==> config.mk <==
export PLATFORM = sky130hd
export DESIGN_NAME = spi2_master
export DESIGN_NICKNAME = d
export VERILOG_FILES = /design/src/spi2_master.v /design/src/in_sync.v /design/src/sclk_divider.v
export VERILOG_INCLUDE_DIRS = /design/src
export SDC_FILE = /design/constraint.sdc
export NUM_CORES = 1
export LEC_CHECK = 0
export BUFFER_PORTS_ARGS = -buffer_cell sky130_fd_sc_hd__buf_2
export CAP_MARGIN = 5
export CORE_UTILIZATION = 43
export DETAILED_ROUTE_END_ITERATION = 8
export PLACE_DENSITY = 0.65
export SETUP_SLACK_MARGIN = 0.15
export SYNTH_ARGS = -nofsm -noshare
export SYNTH_HDL_FRONTEND = slang
export SYNTH_SLANG_ARGS = --single-unit
==> constraint.sdc <==
create_clock -name clk_sys -period 5.25 [get_ports clk_sys]
set_input_delay 1.3125 -clock clk_sys [delete_from_list [all_inputs] [get_ports clk_sys]]
set_output_delay 1.3125 -clock clk_sys [all_outputs]
set_load 0.05 [all_outputs]
==> src/spi2_consts.vh <==
`ifndef SPI2_CONSTS_VH
`define SPI2_CONSTS_VH

// ----------------------------------------------------------------
// register indices; byte address is four times the index
// ----------------------------------------------------------------
`define IDX_CONTROL      8'h10
`define IDX_COMMAND      8'h11
`define IDX_PAYLOAD      8'h12

// ----------------------------------------------------------------
// control register fields
// ----------------------------------------------------------------
`define F_CS_LO          0
`define F_CS_HI          4
`define F_IEN_LO         5
`define F_IEN_HI         8
`define F_CH_LO          9
`define F_CH_HI          10
`define F_CNT_LO         11
`define F_CNT_HI         13
`define F_RATE_LO        14
`define F_RATE_HI        16
`define F_POL            17
`define F_PHA            18
`define F_ODM            19
`define F_REQ            20
`define F_BUSY           21
`define F_OVL            22
`define F_TMO            23
`define CFG_RESET        20'h0_0000
`define CMD_RESET        16'h0000
`define PAY_RESET        24'h00_0000
`define OP_READ          8'h03

// ----------------------------------------------------------------
// timing: serial clock rates and half periods in sys clocks
// ----------------------------------------------------------------
`define CLK_HZ           20000000
`define SCLK_HZ_LO       32000
`define HALF_CYC(k) ((`CLK_HZ + 2*(`SCLK_HZ_LO << (k)) - 1) / (2*(`SCLK_HZ_LO << (k))))
`define TIMEOUT_DEFAULT  65536

`endif

==> src/spi2_master.v <==
// How it works
// control register sits at index 0x10
// software loads command and payload before request
// request starts transfer, hardware clears it after
// busy bit set for whole transfer
// request while busy latches overlap error
// timeout latches flag until software clears
// byte count field is total minus one
// five chip-select enables, any combination
// input enables plus channel pick serial input
// software keeps selected input enable set
// rate field picks 32 kHz to 4.096 MHz
// polarity and phase give four modes
// push-pull default, open-drain drives low only
// shared clock and data out, per-slave selects/inputs
// one 8-bit shift register moves all data; here sh_r shifts out and a second, rx_r, shifts in
// command register 0x11, opcode high, address low
// command out msb first, then payload bytes
// payload at 0x12, lsb aligned bytes
// each select ANDed with its pin level bit
// software sets select pins as driven-high outputs
// write sends 1 to 5 bytes; the 3-bit count field here allows up to 8
// read sends two command bytes, captures rest
// mode 0 data valid at select fall
// selects span all bytes, release before busy clears
// internal counter aborts overlong transfer
//
// Chosen here: the Avalon-MM register port.
`timescale 1ns/1ps
`default_nettype none
`include "spi2_consts.vh"

module spi2_master #(
  parameter TIMEOUT_CYCLES = `TIMEOUT_DEFAULT
) (
  // clock and reset
  input  wire        clk_sys,
  input  wire        rst_n,
  // avalon-mm slave
  input  wire [7:0]  address,
  input  wire        read,
  input  wire        write,
  input  wire [31:0] writedata,
  input  wire [3:0]  byteenable,
  output reg  [31:0] readdata,
  output wire        waitrequest,
  // general-purpose output levels shared with selects
  input  wire [4:0]  pin_level_bits,
  // serial pins
  output wire        master_sclk_o,
  output wire        master_sclk_oe,
  output wire        mosi_o,
  output wire        mosi_oe,
  output wire [4:0]  cs_o,
  output wire [4:0]  cs_oe,
  input  wire [3:0]  miso_in
);

  // ----------------------------------------------------------------
  // states
  // ----------------------------------------------------------------
  localparam [4:0] S_IDLE  = 5'b0_0001;
  localparam [4:0] S_SETUP = 5'b0_0010;
  localparam [4:0] S_XFER  = 5'b0_0100;
  localparam [4:0] S_HOLD  = 5'b0_1000;
  localparam [4:0] S_END   = 5'b1_0000;
  localparam [31:0] TMO_FULL = TIMEOUT_CYCLES - 1;
  localparam [16:0] TMO_LAST = TMO_FULL[16:0];

  // ----------------------------------------------------------------
  // reset release
  // ----------------------------------------------------------------
  reg  [1:0] rst_r;
  wire       rst_sync_n;

  always @(posedge clk_sys or negedge rst_n) begin
    if (!rst_n) begin
      rst_r <= 2'b00;
    end else begin
      rst_r <= {rst_r[0], 1'b1};
    end
  end

  assign rst_sync_n = rst_r[1];

  // ----------------------------------------------------------------
  // registers and engine state
  // ----------------------------------------------------------------
  reg [19:0] cfg_r;
  reg [15:0] cmd_r;
  reg [23:0] pay_r;
  reg        req_r;
  reg        ovl_r;
  reg        tmo_r;
  reg [4:0]  state_r;
  reg [3:0]  edge_r;
  reg [2:0]  idx_r;
  reg [7:0]  sh_r;
  reg [7:0]  rx_r;
  reg        sclk_r;
  reg        mosi_r;
  reg        cs_act_r;
  reg [16:0] tmo_cnt_r;
  reg        ack_r;

  wire [4:0] cs_en = cfg_r[`F_CS_HI:`F_CS_LO];
  wire [3:0] in_en = cfg_r[`F_IEN_HI:`F_IEN_LO];
  wire [1:0] chan  = cfg_r[`F_CH_HI:`F_CH_LO];
  wire [2:0] cnt   = cfg_r[`F_CNT_HI:`F_CNT_LO];
  wire [2:0] rate  = cfg_r[`F_RATE_HI:`F_RATE_LO];
  wire       pol   = cfg_r[`F_POL];
  wire       pha   = cfg_r[`F_PHA];
  wire       odm   = cfg_r[`F_ODM];
  wire       busy  = !state_r[0];
  wire [23:0] ctrl_view = {tmo_r, ovl_r, busy, req_r, cfg_r};

  // ----------------------------------------------------------------
  // helpers
  // ----------------------------------------------------------------
  function [23:0] merge;
    input [23:0] old;
    input [31:0] wd;
    input [3:0]  be;
    begin
      merge[7:0]   = be[0] ? wd[7:0]   : old[7:0];
      merge[15:8]  = be[1] ? wd[15:8]  : old[15:8];
      merge[23:16] = be[2] ? wd[23:16] : old[23:16];
    end
  endfunction

  // first two bytes from command, rest from payload top down
  function [7:0] byte_of;
    input [2:0]  i;
    input [2:0]  n;
    input [15:0] c;
    input [23:0] p;
    reg   [2:0]  k;
    begin
      k = n - i;
      if (i == 3'd0) begin
        byte_of = c[15:8];
      end else if (i == 3'd1) begin
        byte_of = c[7:0];
      end else begin
        case (k)
          3'd0:    byte_of = p[7:0];
          3'd1:    byte_of = p[15:8];
          default: byte_of = p[23:16];
        endcase
      end
    end
  endfunction

  // ----------------------------------------------------------------
  // serial input select and clock divider
  // ----------------------------------------------------------------
  wire [3:0] miso_s;
  wire       tick;
  wire       miso = miso_s[chan] & in_en[chan];

  in_sync u_sync (
    .clk_sys    (clk_sys),
    .rst_sync_n (rst_sync_n),
    .pin_in     (miso_in),
    .sync_out   (miso_s)
  );

  sclk_divider u_div (
    .clk_sys    (clk_sys),
    .rst_sync_n (rst_sync_n),
    .run        (busy),
    .rate       (rate),
    .tick       (tick)
  );

  // ----------------------------------------------------------------
  // bus decode
  // ----------------------------------------------------------------
  // one wait cycle: every access completes on the second edge
  wire        acc    = (read | write) & ack_r;
  wire        acc_wr = write & ack_r;
  wire        at_ctl = address[1:0] == 2'b00 &&
                       {2'b00, address[7:2]} == `IDX_CONTROL;
  wire        at_cmd = address[1:0] == 2'b00 &&
                       {2'b00, address[7:2]} == `IDX_COMMAND;
  wire        at_pay = address[1:0] == 2'b00 &&
                       {2'b00, address[7:2]} == `IDX_PAYLOAD;
  wire [23:0] ctl_wr = merge(ctrl_view, writedata, byteenable);
  wire [23:0] cmd_wr = merge({8'h00, cmd_r}, writedata, byteenable);
  wire        req_wr = acc_wr & at_ctl & byteenable[2] & ctl_wr[`F_REQ];
  wire        start  = req_wr & !busy;
  wire [7:0]  first  = byte_of(3'd0, ctl_wr[`F_CNT_HI:`F_CNT_LO],
                               cmd_r, pay_r);

  assign waitrequest = (read | write) & !ack_r;

  always @(posedge clk_sys or negedge rst_sync_n) begin
    if (!rst_sync_n) begin
      ack_r    <= 1'b0;
      readdata <= 32'h0000_0000;
    end else begin
      ack_r <= (read | write) & !ack_r;
      if (read & !ack_r) begin
        if (at_ctl)
          readdata <= {8'h00, ctrl_view};
        else if (at_cmd)
          readdata <= {16'h0000, cmd_r};
        else if (at_pay)
          readdata <= {8'h00, pay_r};
        else
          readdata <= 32'h0000_0000;
      end
    end
  end

  // ----------------------------------------------------------------
  // transfer engine
  // ----------------------------------------------------------------
  wire       lead    = !edge_r[0];
  wire [7:0] rx_byte = pha ? {rx_r[6:0], miso} : rx_r;
  wire       is_rd   = cmd_r[15:8] == `OP_READ;
  wire [2:0] pay_k   = cnt - idx_r;
  wire [7:0] nxt     = byte_of(idx_r + 3'd1, cnt, cmd_r, pay_r);
  wire       tmo_hit = busy && tmo_cnt_r == TMO_LAST;

  always @(posedge clk_sys or negedge rst_sync_n) begin
    if (!rst_sync_n) begin
      cfg_r     <= `CFG_RESET;
      cmd_r     <= `CMD_RESET;
      pay_r     <= `PAY_RESET;
      req_r     <= 1'b0;
      ovl_r     <= 1'b0;
      tmo_r     <= 1'b0;
      state_r   <= S_IDLE;
      edge_r    <= 4'h0;
      idx_r     <= 3'd0;
      sh_r      <= 8'h00;
      rx_r      <= 8'h00;
      sclk_r    <= 1'b0;
      mosi_r    <= 1'b0;
      cs_act_r  <= 1'b0;
      tmo_cnt_r <= 17'h0_0000;
    end else begin
      // flags: clear by writing one; a new event wins
      if (acc_wr & at_ctl & byteenable[2]) begin
        if (ctl_wr[`F_OVL])
          ovl_r <= 1'b0;
        if (ctl_wr[`F_TMO])
          tmo_r <= 1'b0;
      end
      if (req_wr & busy)
        ovl_r <= 1'b1;
      // settings and data ignore bus writes while a transfer runs
      if (acc_wr & !busy) begin
        if (at_ctl)
          cfg_r <= ctl_wr[19:0];
        if (at_cmd)
          cmd_r <= cmd_wr[15:0];
        if (at_pay)
          pay_r <= merge(pay_r, writedata, byteenable);
      end
      tmo_cnt_r <= busy ? tmo_cnt_r + 17'h0_0001 : 17'h0_0000;

      if (tmo_hit) begin
        state_r  <= S_IDLE;
        cs_act_r <= 1'b0;
        req_r    <= 1'b0;
        tmo_r    <= 1'b1;
        sclk_r   <= pol;
      end else begin
        case (state_r)
          S_IDLE: begin
            sclk_r <= acc_wr & at_ctl ? ctl_wr[`F_POL] : pol;
            if (start) begin
              state_r  <= S_SETUP;
              req_r    <= 1'b1;
              idx_r    <= 3'd0;
              edge_r   <= 4'h0;
              sh_r     <= first;
              if (!ctl_wr[`F_PHA])
                mosi_r <= first[7];
            end
          end
          S_SETUP: begin
            // select falls a cycle after the clock took its new polarity
            cs_act_r <= 1'b1;
            if (tick)
              state_r <= S_XFER;
          end
          S_XFER: begin
            if (tick) begin
              sclk_r <= !sclk_r;
              edge_r <= edge_r + 4'h1;
              if (lead) begin
                if (!pha) begin
                  rx_r <= {rx_r[6:0], miso};
                end else begin
                  mosi_r <= sh_r[7];
                  sh_r   <= {sh_r[6:0], 1'b0};
                end
              end else begin
                if (pha) begin
                  rx_r <= {rx_r[6:0], miso};
                end else begin
                  mosi_r <= sh_r[6];
                  sh_r   <= {sh_r[6:0], 1'b0};
                end
              end
              if (edge_r == 4'hf) begin
                if (is_rd && idx_r >= 3'd2)
                  pay_r[{pay_k[1:0], 3'b000} +: 8] <= rx_byte;
                if (idx_r == cnt) begin
                  state_r <= S_HOLD;
                end else begin
                  idx_r <= idx_r + 3'd1;
                  sh_r  <= nxt;
                  if (!pha)
                    mosi_r <= nxt[7];
                end
              end
            end
          end
          S_HOLD: begin
            if (tick) begin
              state_r  <= S_END;
              cs_act_r <= 1'b0;
            end
          end
          S_END: begin
            if (tick) begin
              state_r <= S_IDLE;
              req_r   <= 1'b0;
            end
          end
          default: begin
            state_r  <= S_IDLE;
            cs_act_r <= 1'b0;
            req_r    <= 1'b0;
          end
        endcase
      end
    end
  end

  // ----------------------------------------------------------------
  // pin drivers
  // ----------------------------------------------------------------
  // open-drain leans on the pad pull-up; edges slow at high rates
  wire [4:0] cs_val = ~({5{cs_act_r}} & cs_en) & pin_level_bits;

  assign master_sclk_o  = odm ? 1'b0 : sclk_r;
  assign master_sclk_oe = odm ? !sclk_r : 1'b1;
  assign mosi_o         = odm ? 1'b0 : mosi_r;
  assign mosi_oe        = odm ? !mosi_r : 1'b1;
  assign cs_o           = odm ? 5'h00 : cs_val;
  assign cs_oe          = odm ? ~cs_val : 5'h1f;

endmodule // spi2_master

`default_nettype wire

==> src/in_sync.v <==
`timescale 1ns/1ps
`default_nettype none

module in_sync (
  // clock and reset
  input  wire       clk_sys,
  input  wire       rst_sync_n,
  // pins and synchronised copy
  input  wire [3:0] pin_in,
  output wire [3:0] sync_out
);

  reg [3:0] meta_r;
  reg [3:0] stable_r;

  // first stage feeds only the second
  always @(posedge clk_sys or negedge rst_sync_n) begin
    if (!rst_sync_n) begin
      meta_r   <= 4'h0;
      stable_r <= 4'h0;
    end else begin
      meta_r   <= pin_in;
      stable_r <= meta_r;
    end
  end

  assign sync_out = stable_r;

endmodule // in_sync

`default_nettype wire

==> src/sclk_divider.v <==
`timescale 1ns/1ps
`default_nettype none
`include "spi2_consts.vh"

module sclk_divider (
  // clock and reset
  input  wire       clk_sys,
  input  wire       rst_sync_n,
  // control
  input  wire       run,
  input  wire [2:0] rate,
  // half period enable pulse
  output reg        tick
);

  reg [8:0] cnt_r;

  // half period rounds up, so the clock never runs above its rate
  function [8:0] half_of;
    input [2:0]  r;
    reg   [31:0] full;
    begin
      case (r)
        3'd0:    full = `HALF_CYC(0);
        3'd1:    full = `HALF_CYC(1);
        3'd2:    full = `HALF_CYC(2);
        3'd3:    full = `HALF_CYC(3);
        3'd4:    full = `HALF_CYC(4);
        3'd5:    full = `HALF_CYC(5);
        3'd6:    full = `HALF_CYC(6);
        default: full = `HALF_CYC(7);
      endcase
      half_of = full[8:0];
    end
  endfunction

  always @(posedge clk_sys or negedge rst_sync_n) begin
    if (!rst_sync_n) begin
      cnt_r <= 9'h000;
      tick  <= 1'b0;
    end else if (!run) begin
      cnt_r <= 9'h000;
      tick  <= 1'b0;
    end else if (cnt_r == half_of(rate) - 9'h001) begin
      cnt_r <= 9'h000;
      tick  <= 1'b1;
    end else begin
      cnt_r <= cnt_r + 9'h001;
      tick  <= 1'b0;
    end
  end

endmodule // sclk_divider

`default_nettype wire

# Word-level counts from Yosys, hierarchy flattened
# Index checks and enable logic that the tools add are counted.
# word_totals
register_bits	164
input_bits	57
# classes
n_addsub	8
magnitude_cmp	2
n_eq_ne	36
shift	2
mux	89
bitwise_logic	16
reduce_logical	37
# ops
cell	count
$mux 24	10
$mux 8	16
$pmux 9 s7	1
$mux 5	10
$pmux 8 s2	2
$mux 1	30
$mux 9	3
$pmux 5 s5	1
$bwmux 24	1
$shift 8x7->24 const A	1
$shiftx 8x7->24	1
$eq 6x5->1 const B	3
$reduce_and 3->1	6
$add 17x1->17 const B	1
$eq 17x16->1 const B	1
$mux 17	1
$mux 3	4
$ne 3x2->1 const B	4
$and 1x1->1	10
$and 5x5->5	2
$not 5->5	2
$reduce_and 2->1	5
$reduce_bool 2->1	5
$add 9x1->9 const B	1
other kinds (41)	69

# Depth between registers and ports, before layout
# logic_depth
ltp_word	11
mapped_depth	11
depth_no_buf	10

# Hierarchy
# A second synthesis with hierarchy kept.
# hier_totals
hier_cells	834
hier_area_um2	8572.0
# by_module_without_submodules
module	instances	cells_each	area_per_inst_um2	seq_area_each_um2
spi2_master	1	741	7602.3	3454.6
sclk_divider	1	85	769.5	250.2
in_sync	1	8	200.2	200.2

# Worst setup path after synthesis
# Ideal clock, no wire load.
# synth_path
kind	input port to output port
from	in write
to	out waitrequest
arrival_ns	2.010
setup_slack_ns	1.928
path_stages	2
cell_sequence	nor2_1 > nor2_1
# synth_between
elab_chain_len	2
# synth_rtl
element	line_no	rtl
start: declaration	spi2_master.v:42	input wire write,
$or 1x1->1	spi2_master.v:195	assign waitrequest = (read | write) & !ack_r;
$and 1x1->1	spi2_master.v:195	
end: declaration	spi2_master.v:46	output wire waitrequest,
# Every way passes these cells.

# Final worst setup path
# layout_path
from	reg tmo_cnt_r[0]
to	reg pay_r[17]
# layout_between
elab_chain_len	3
# layout_rtl
element	line_no	rtl
start: declaration	spi2_master.v:103	reg [16:0] tmo_cnt_r;
start signal: assignment	spi2_master.v:262	tmo_cnt_r <= busy ? tmo_cnt_r + 17'h0_0001 : 17'h0_0000;
$eq 17x16->1	spi2_master.v:224	wire tmo_hit = busy && tmo_cnt_r == TMO_LAST;
$logic_and 1x1->1	spi2_master.v:224	
$mux 24	spi2_master.v:264	if (tmo_hit) begin
end signal: assignment	spi2_master.v:230	pay_r <= `PAY_RESET;
end signal: assignment	spi2_master.v:260	pay_r <= merge(pay_r, writedata, byteenable);
end signal: indexed assignment	spi2_master.v:311	pay_r[{pay_k[1:0], 3'b000} +: 8] <= rx_byte;
end: declaration	spi2_master.v:91	reg [23:0] pay_r;
# Every way passes these cells.
# A chain may end at the register's enable or synchronous reset.

==> metrics.yaml <==
status: "complete, no violations"
clk_path_buf_depth: 2
crit_required_ns: 5.61
htreeDepth: 4
grt_pass1_wl_um: 35430
ys_seq_elements: 156
wire_per_inst_um: 18.35
synthAdderAreaFrac_pct: 1.985
multi_input_area_um2: 4390
crit_chain: "ha_1 -> nand4_1 -> nor2_1 -> and4_1 -> ha_1 -> nor3b_2 -> nand3_2 -> nor4b_4 -> nand3b_1 -> o21ai_1"
nets: 981
cp.buffers_inverters: 0
endpoint_kind: "register"
diodes: 0
synth_top_area_share_pct: 45.24
syn_area_per_cell_um2: 10.13
synthTopCellsByCount: "dfrtp_1, nand2_1, mux2_2"
hold_buffers: 0
seq_area_frac_synth_pct: 45.55
min_period_ns: 3.176
ir_drop_v: 0.0002324
path_clk_slew_ns: 0.07
power_density_nw_per_um2: 291.8
synthXorXnorAreaFrac_pct: 3.415
fin_skew_ns: 0.01652
power_leakage_nw: 4.487
tightestPinTransition_ns: 0.8175
relSlewSlack_pct: 45.34
arrival_ns: 3.53
critPathMostFrequentCell: "ha_1"
synth.mux.area_fraction_pct: 14.94
root_buffer: "clkbuf_16"
die_y_um: 143.2
antenna_found_initial: 0
cts.sinks: 156
dieWidth_um: 143.2
seq_power_share_pct: 47.1
final_area_um2: 9736
insertion_delay_ns: 0.43
seq_area_um2: 3909
io_buffers: 86
timing.fmax_mhz: 314.9
io_pins: 104
layout.cells.non_filler: 1189
dr.pass1.iters: 5
cts_setup_buffers: 0
yosys_most_used_dff: "dfrtp_1"
cts_tree: "yes"
grt.total_usage_pct: 22.87
hold_viol: 0
drc_errors: 0
syn_to_final_growth_pct: 13.56
fin_crit_sh_pct: 60.49
die-area_um2: 20510
start_util_pct: 43.91
synth_area_leaders: "dfrtp_1, mux2_2, mux2i_1"
cts_buffers: 17
rows: 51
drive_gt1_share_pct: 21.97
fin_util_pct: 49.86
synth_edf_count: 0
core_area_um2: 19530
via_per_inst: 5.570
switchingPower_mw: 0.8480
vias: 6623
clkPwrFrac_pct: 41.8
total_power_mw: 2.841
fill_cells: 1822
grt_max_degree: 57
gp_congestion: 0.8805
path_delay_family: "simple AND/OR/NAND/NOR gates"
final_antenna_net_count: 0
hold_class: "reg2reg"
power_frac_comb_pct: 11.1
critPathSlowestCell: "nor4b_4"
synthSimpleGateAreaFrac_pct: 17.37
rsz0062_at_grt: "false"
cts_resized: 0
yosysMostFrequentCell: "dfrtp_1"
critPathMaxFanout: 16
slowest_delay_ns: 0.79
setup-tns-final_ns: 0
critical_path_class: "reg2reg"
place_area_um2: 9166
synth_top_family_by_area: "simple AND/OR/NAND/NOR gates"
swShare_pct: 29.85
grt_overflow: 0
grt_pass1_vias: 6422
drv_cap: 0
synth_compound_area_share_pct: 13.11
drt_iter0_markers: 473
worstSetupStartpointType: "register"
slew_viol_final: 0
yosys.area.top_type: "dfrtp_1"
finalSetupViolations: 0
dpl.hpwl_um: 15980
synth_warnings: 0
synth.distinct_cells: 67
p_int_mw: 1.993
netlist_area_um2: 8573
drt_wl_total_um: 21810
synthCells: 846
dpl.cell_count: 1157
async_reset_ff_share_pct: 100.0
## power groups by stage
stage	Sequential [mW]	Combinational, mW	Clock, mW
2_1_floorplan	1.31	0.266	0
3_3_place_gp	1.36	0.312	0
3_5_place_dp	1.36	0.314	0
4_1_cts	1.34	0.316	1.21
5_1_grt	1.35	0.347	1.26
6_report	1.34	0.314	1.19
## final timing paths
kind	end	slack, ns	startpoint	depth (start not counted)
min in group asynchronous	readdata[11]	0.40	rst_r[1]	0
setup / recovery	pay_r[17]	2.07	tmo_cnt_r[0]	10
hold reg to reg	u_sync.sync_out[3]	0.35	u_sync.meta_r[3]	0
max in group asynchronous	pay_r[0]	3.71	rst_r[1]	1
hold / removal	u_sync.sync_out[3]	0.35	u_sync.meta_r[3]	0
setup reg to reg	pay_r[17]	2.07	tmo_cnt_r[0]	10
## routing by layer
layer / global-route usage (%) / wire (µm) / vias to the layer above
met5: 0 / 0 / -
met4: 4.527 / 173 / 0
met3: 4.225 / 906 / 15
met2: 36.84 / 10370 / 144
met1: 32.08 / 10360 / 3295
li1: - / - / 3169
## worst reg2reg max path, cell delays in order (launching register included)
cell	delay, ns
dfrtp_1	0.41
ha_1	0.25
nand4_1	0.13
nor2_1	0.12
and4_1	0.22
ha_1	0.26
nor3b_2	0.34
nand3_2	0.27
nor4b_4	0.79
nand3b_1	0.20
o21ai_1	0.11
## cells in the final DEF (no fill, tap or decap), types with 9 or more instances in the layout
master | netlist | final
xor2_1 | 19 | 19
nand3_1 | 26 | 26
o21ai_1 | 21 | 21
ha_1 | 12 | 12
nor3_1 | 9 | 9
o21ai_0 | 48 | 48
nor2_1 | 61 | 61
a22oi_1 | 11 | 11
nand4_1 | 11 | 11
clkbuf_16 | 0 | 17
xnor2_1 | 10 | 10
dfrtp_1 | 155 | 154
a21oi_1 | 35 | 35
nor2b_1 | 18 | 18
buf_2 | 12 | 86
inv_1 | 16 | 16
a211oi_1 | 11 | 11
conb_1 | 2 | 9
mux2i_1 | 56 | 56
mux2_2 | 62 | 62
nand2_1 | 85 | 85
and3_1 | 9 | 9
nand3b_1 | 9 | 9
## sequential cells by signal, indices dropped and copies added, names as in the netlist
| register | count |
|---|---|
| idx_r | 3 |
| cfg_r | 20 |
| pay_r | 24 |
| u_div.cnt_r | 9 |
| rst_r | 2 |
| u_sync.meta_r | 4 |
| u_sync.sync_out | 4 |
| mosi_r | 1 |
| edge_r | 4 |
| ack_r | 1 |
| tmo_r | 1 |
| u_div.tick | 1 |
| cs_act_r | 1 |
| cmd_r | 16 |
| readdata | 24 |
| req_r | 1 |
| state_r | 5 |
| ovl_r | 1 |
| sh_r | 8 |
| rx_r | 8 |
| sclk_r | 1 |
| tmo_cnt_r | 17 |
## layout make-up
| cell class | instances | share of cell area [%] |
|---|---|---|
| Sequential cell | 156 | 40.15 |
| Inverter | 16 | 0.6169 |
| Timing Repair Buffer | 92 | 4.884 |
| Clock buffer | 17 | 4.370 |
| Multi-Input combinational cell | 628 | 45.10 |
| Tap cell | 265 | 3.406 |
| Clock inverter | 15 | 1.478 |
## logic make-up after synthesis
family,Yosys count
muxes,119
xor gates and xnor gates,31
DFF,156
AOI/OAI and AO/OA,179
buffers and inverters,69
adders and majority gates,13
and+or+nand+nor,277
other,2
## per-stage QoR
stage / setup slack (ns) / hold slack (ns)
after detailed placement: 1.852 / 0.3403
after CTS: 2.068 / 0.3556
final: 2.074 / 0.3515
after global placement: 1.844 / 0.3322
after floorplan: 0.5832 / 0.3312
after global routing: 1.871 / 0.3579
(Power assumes the default switching activity.)
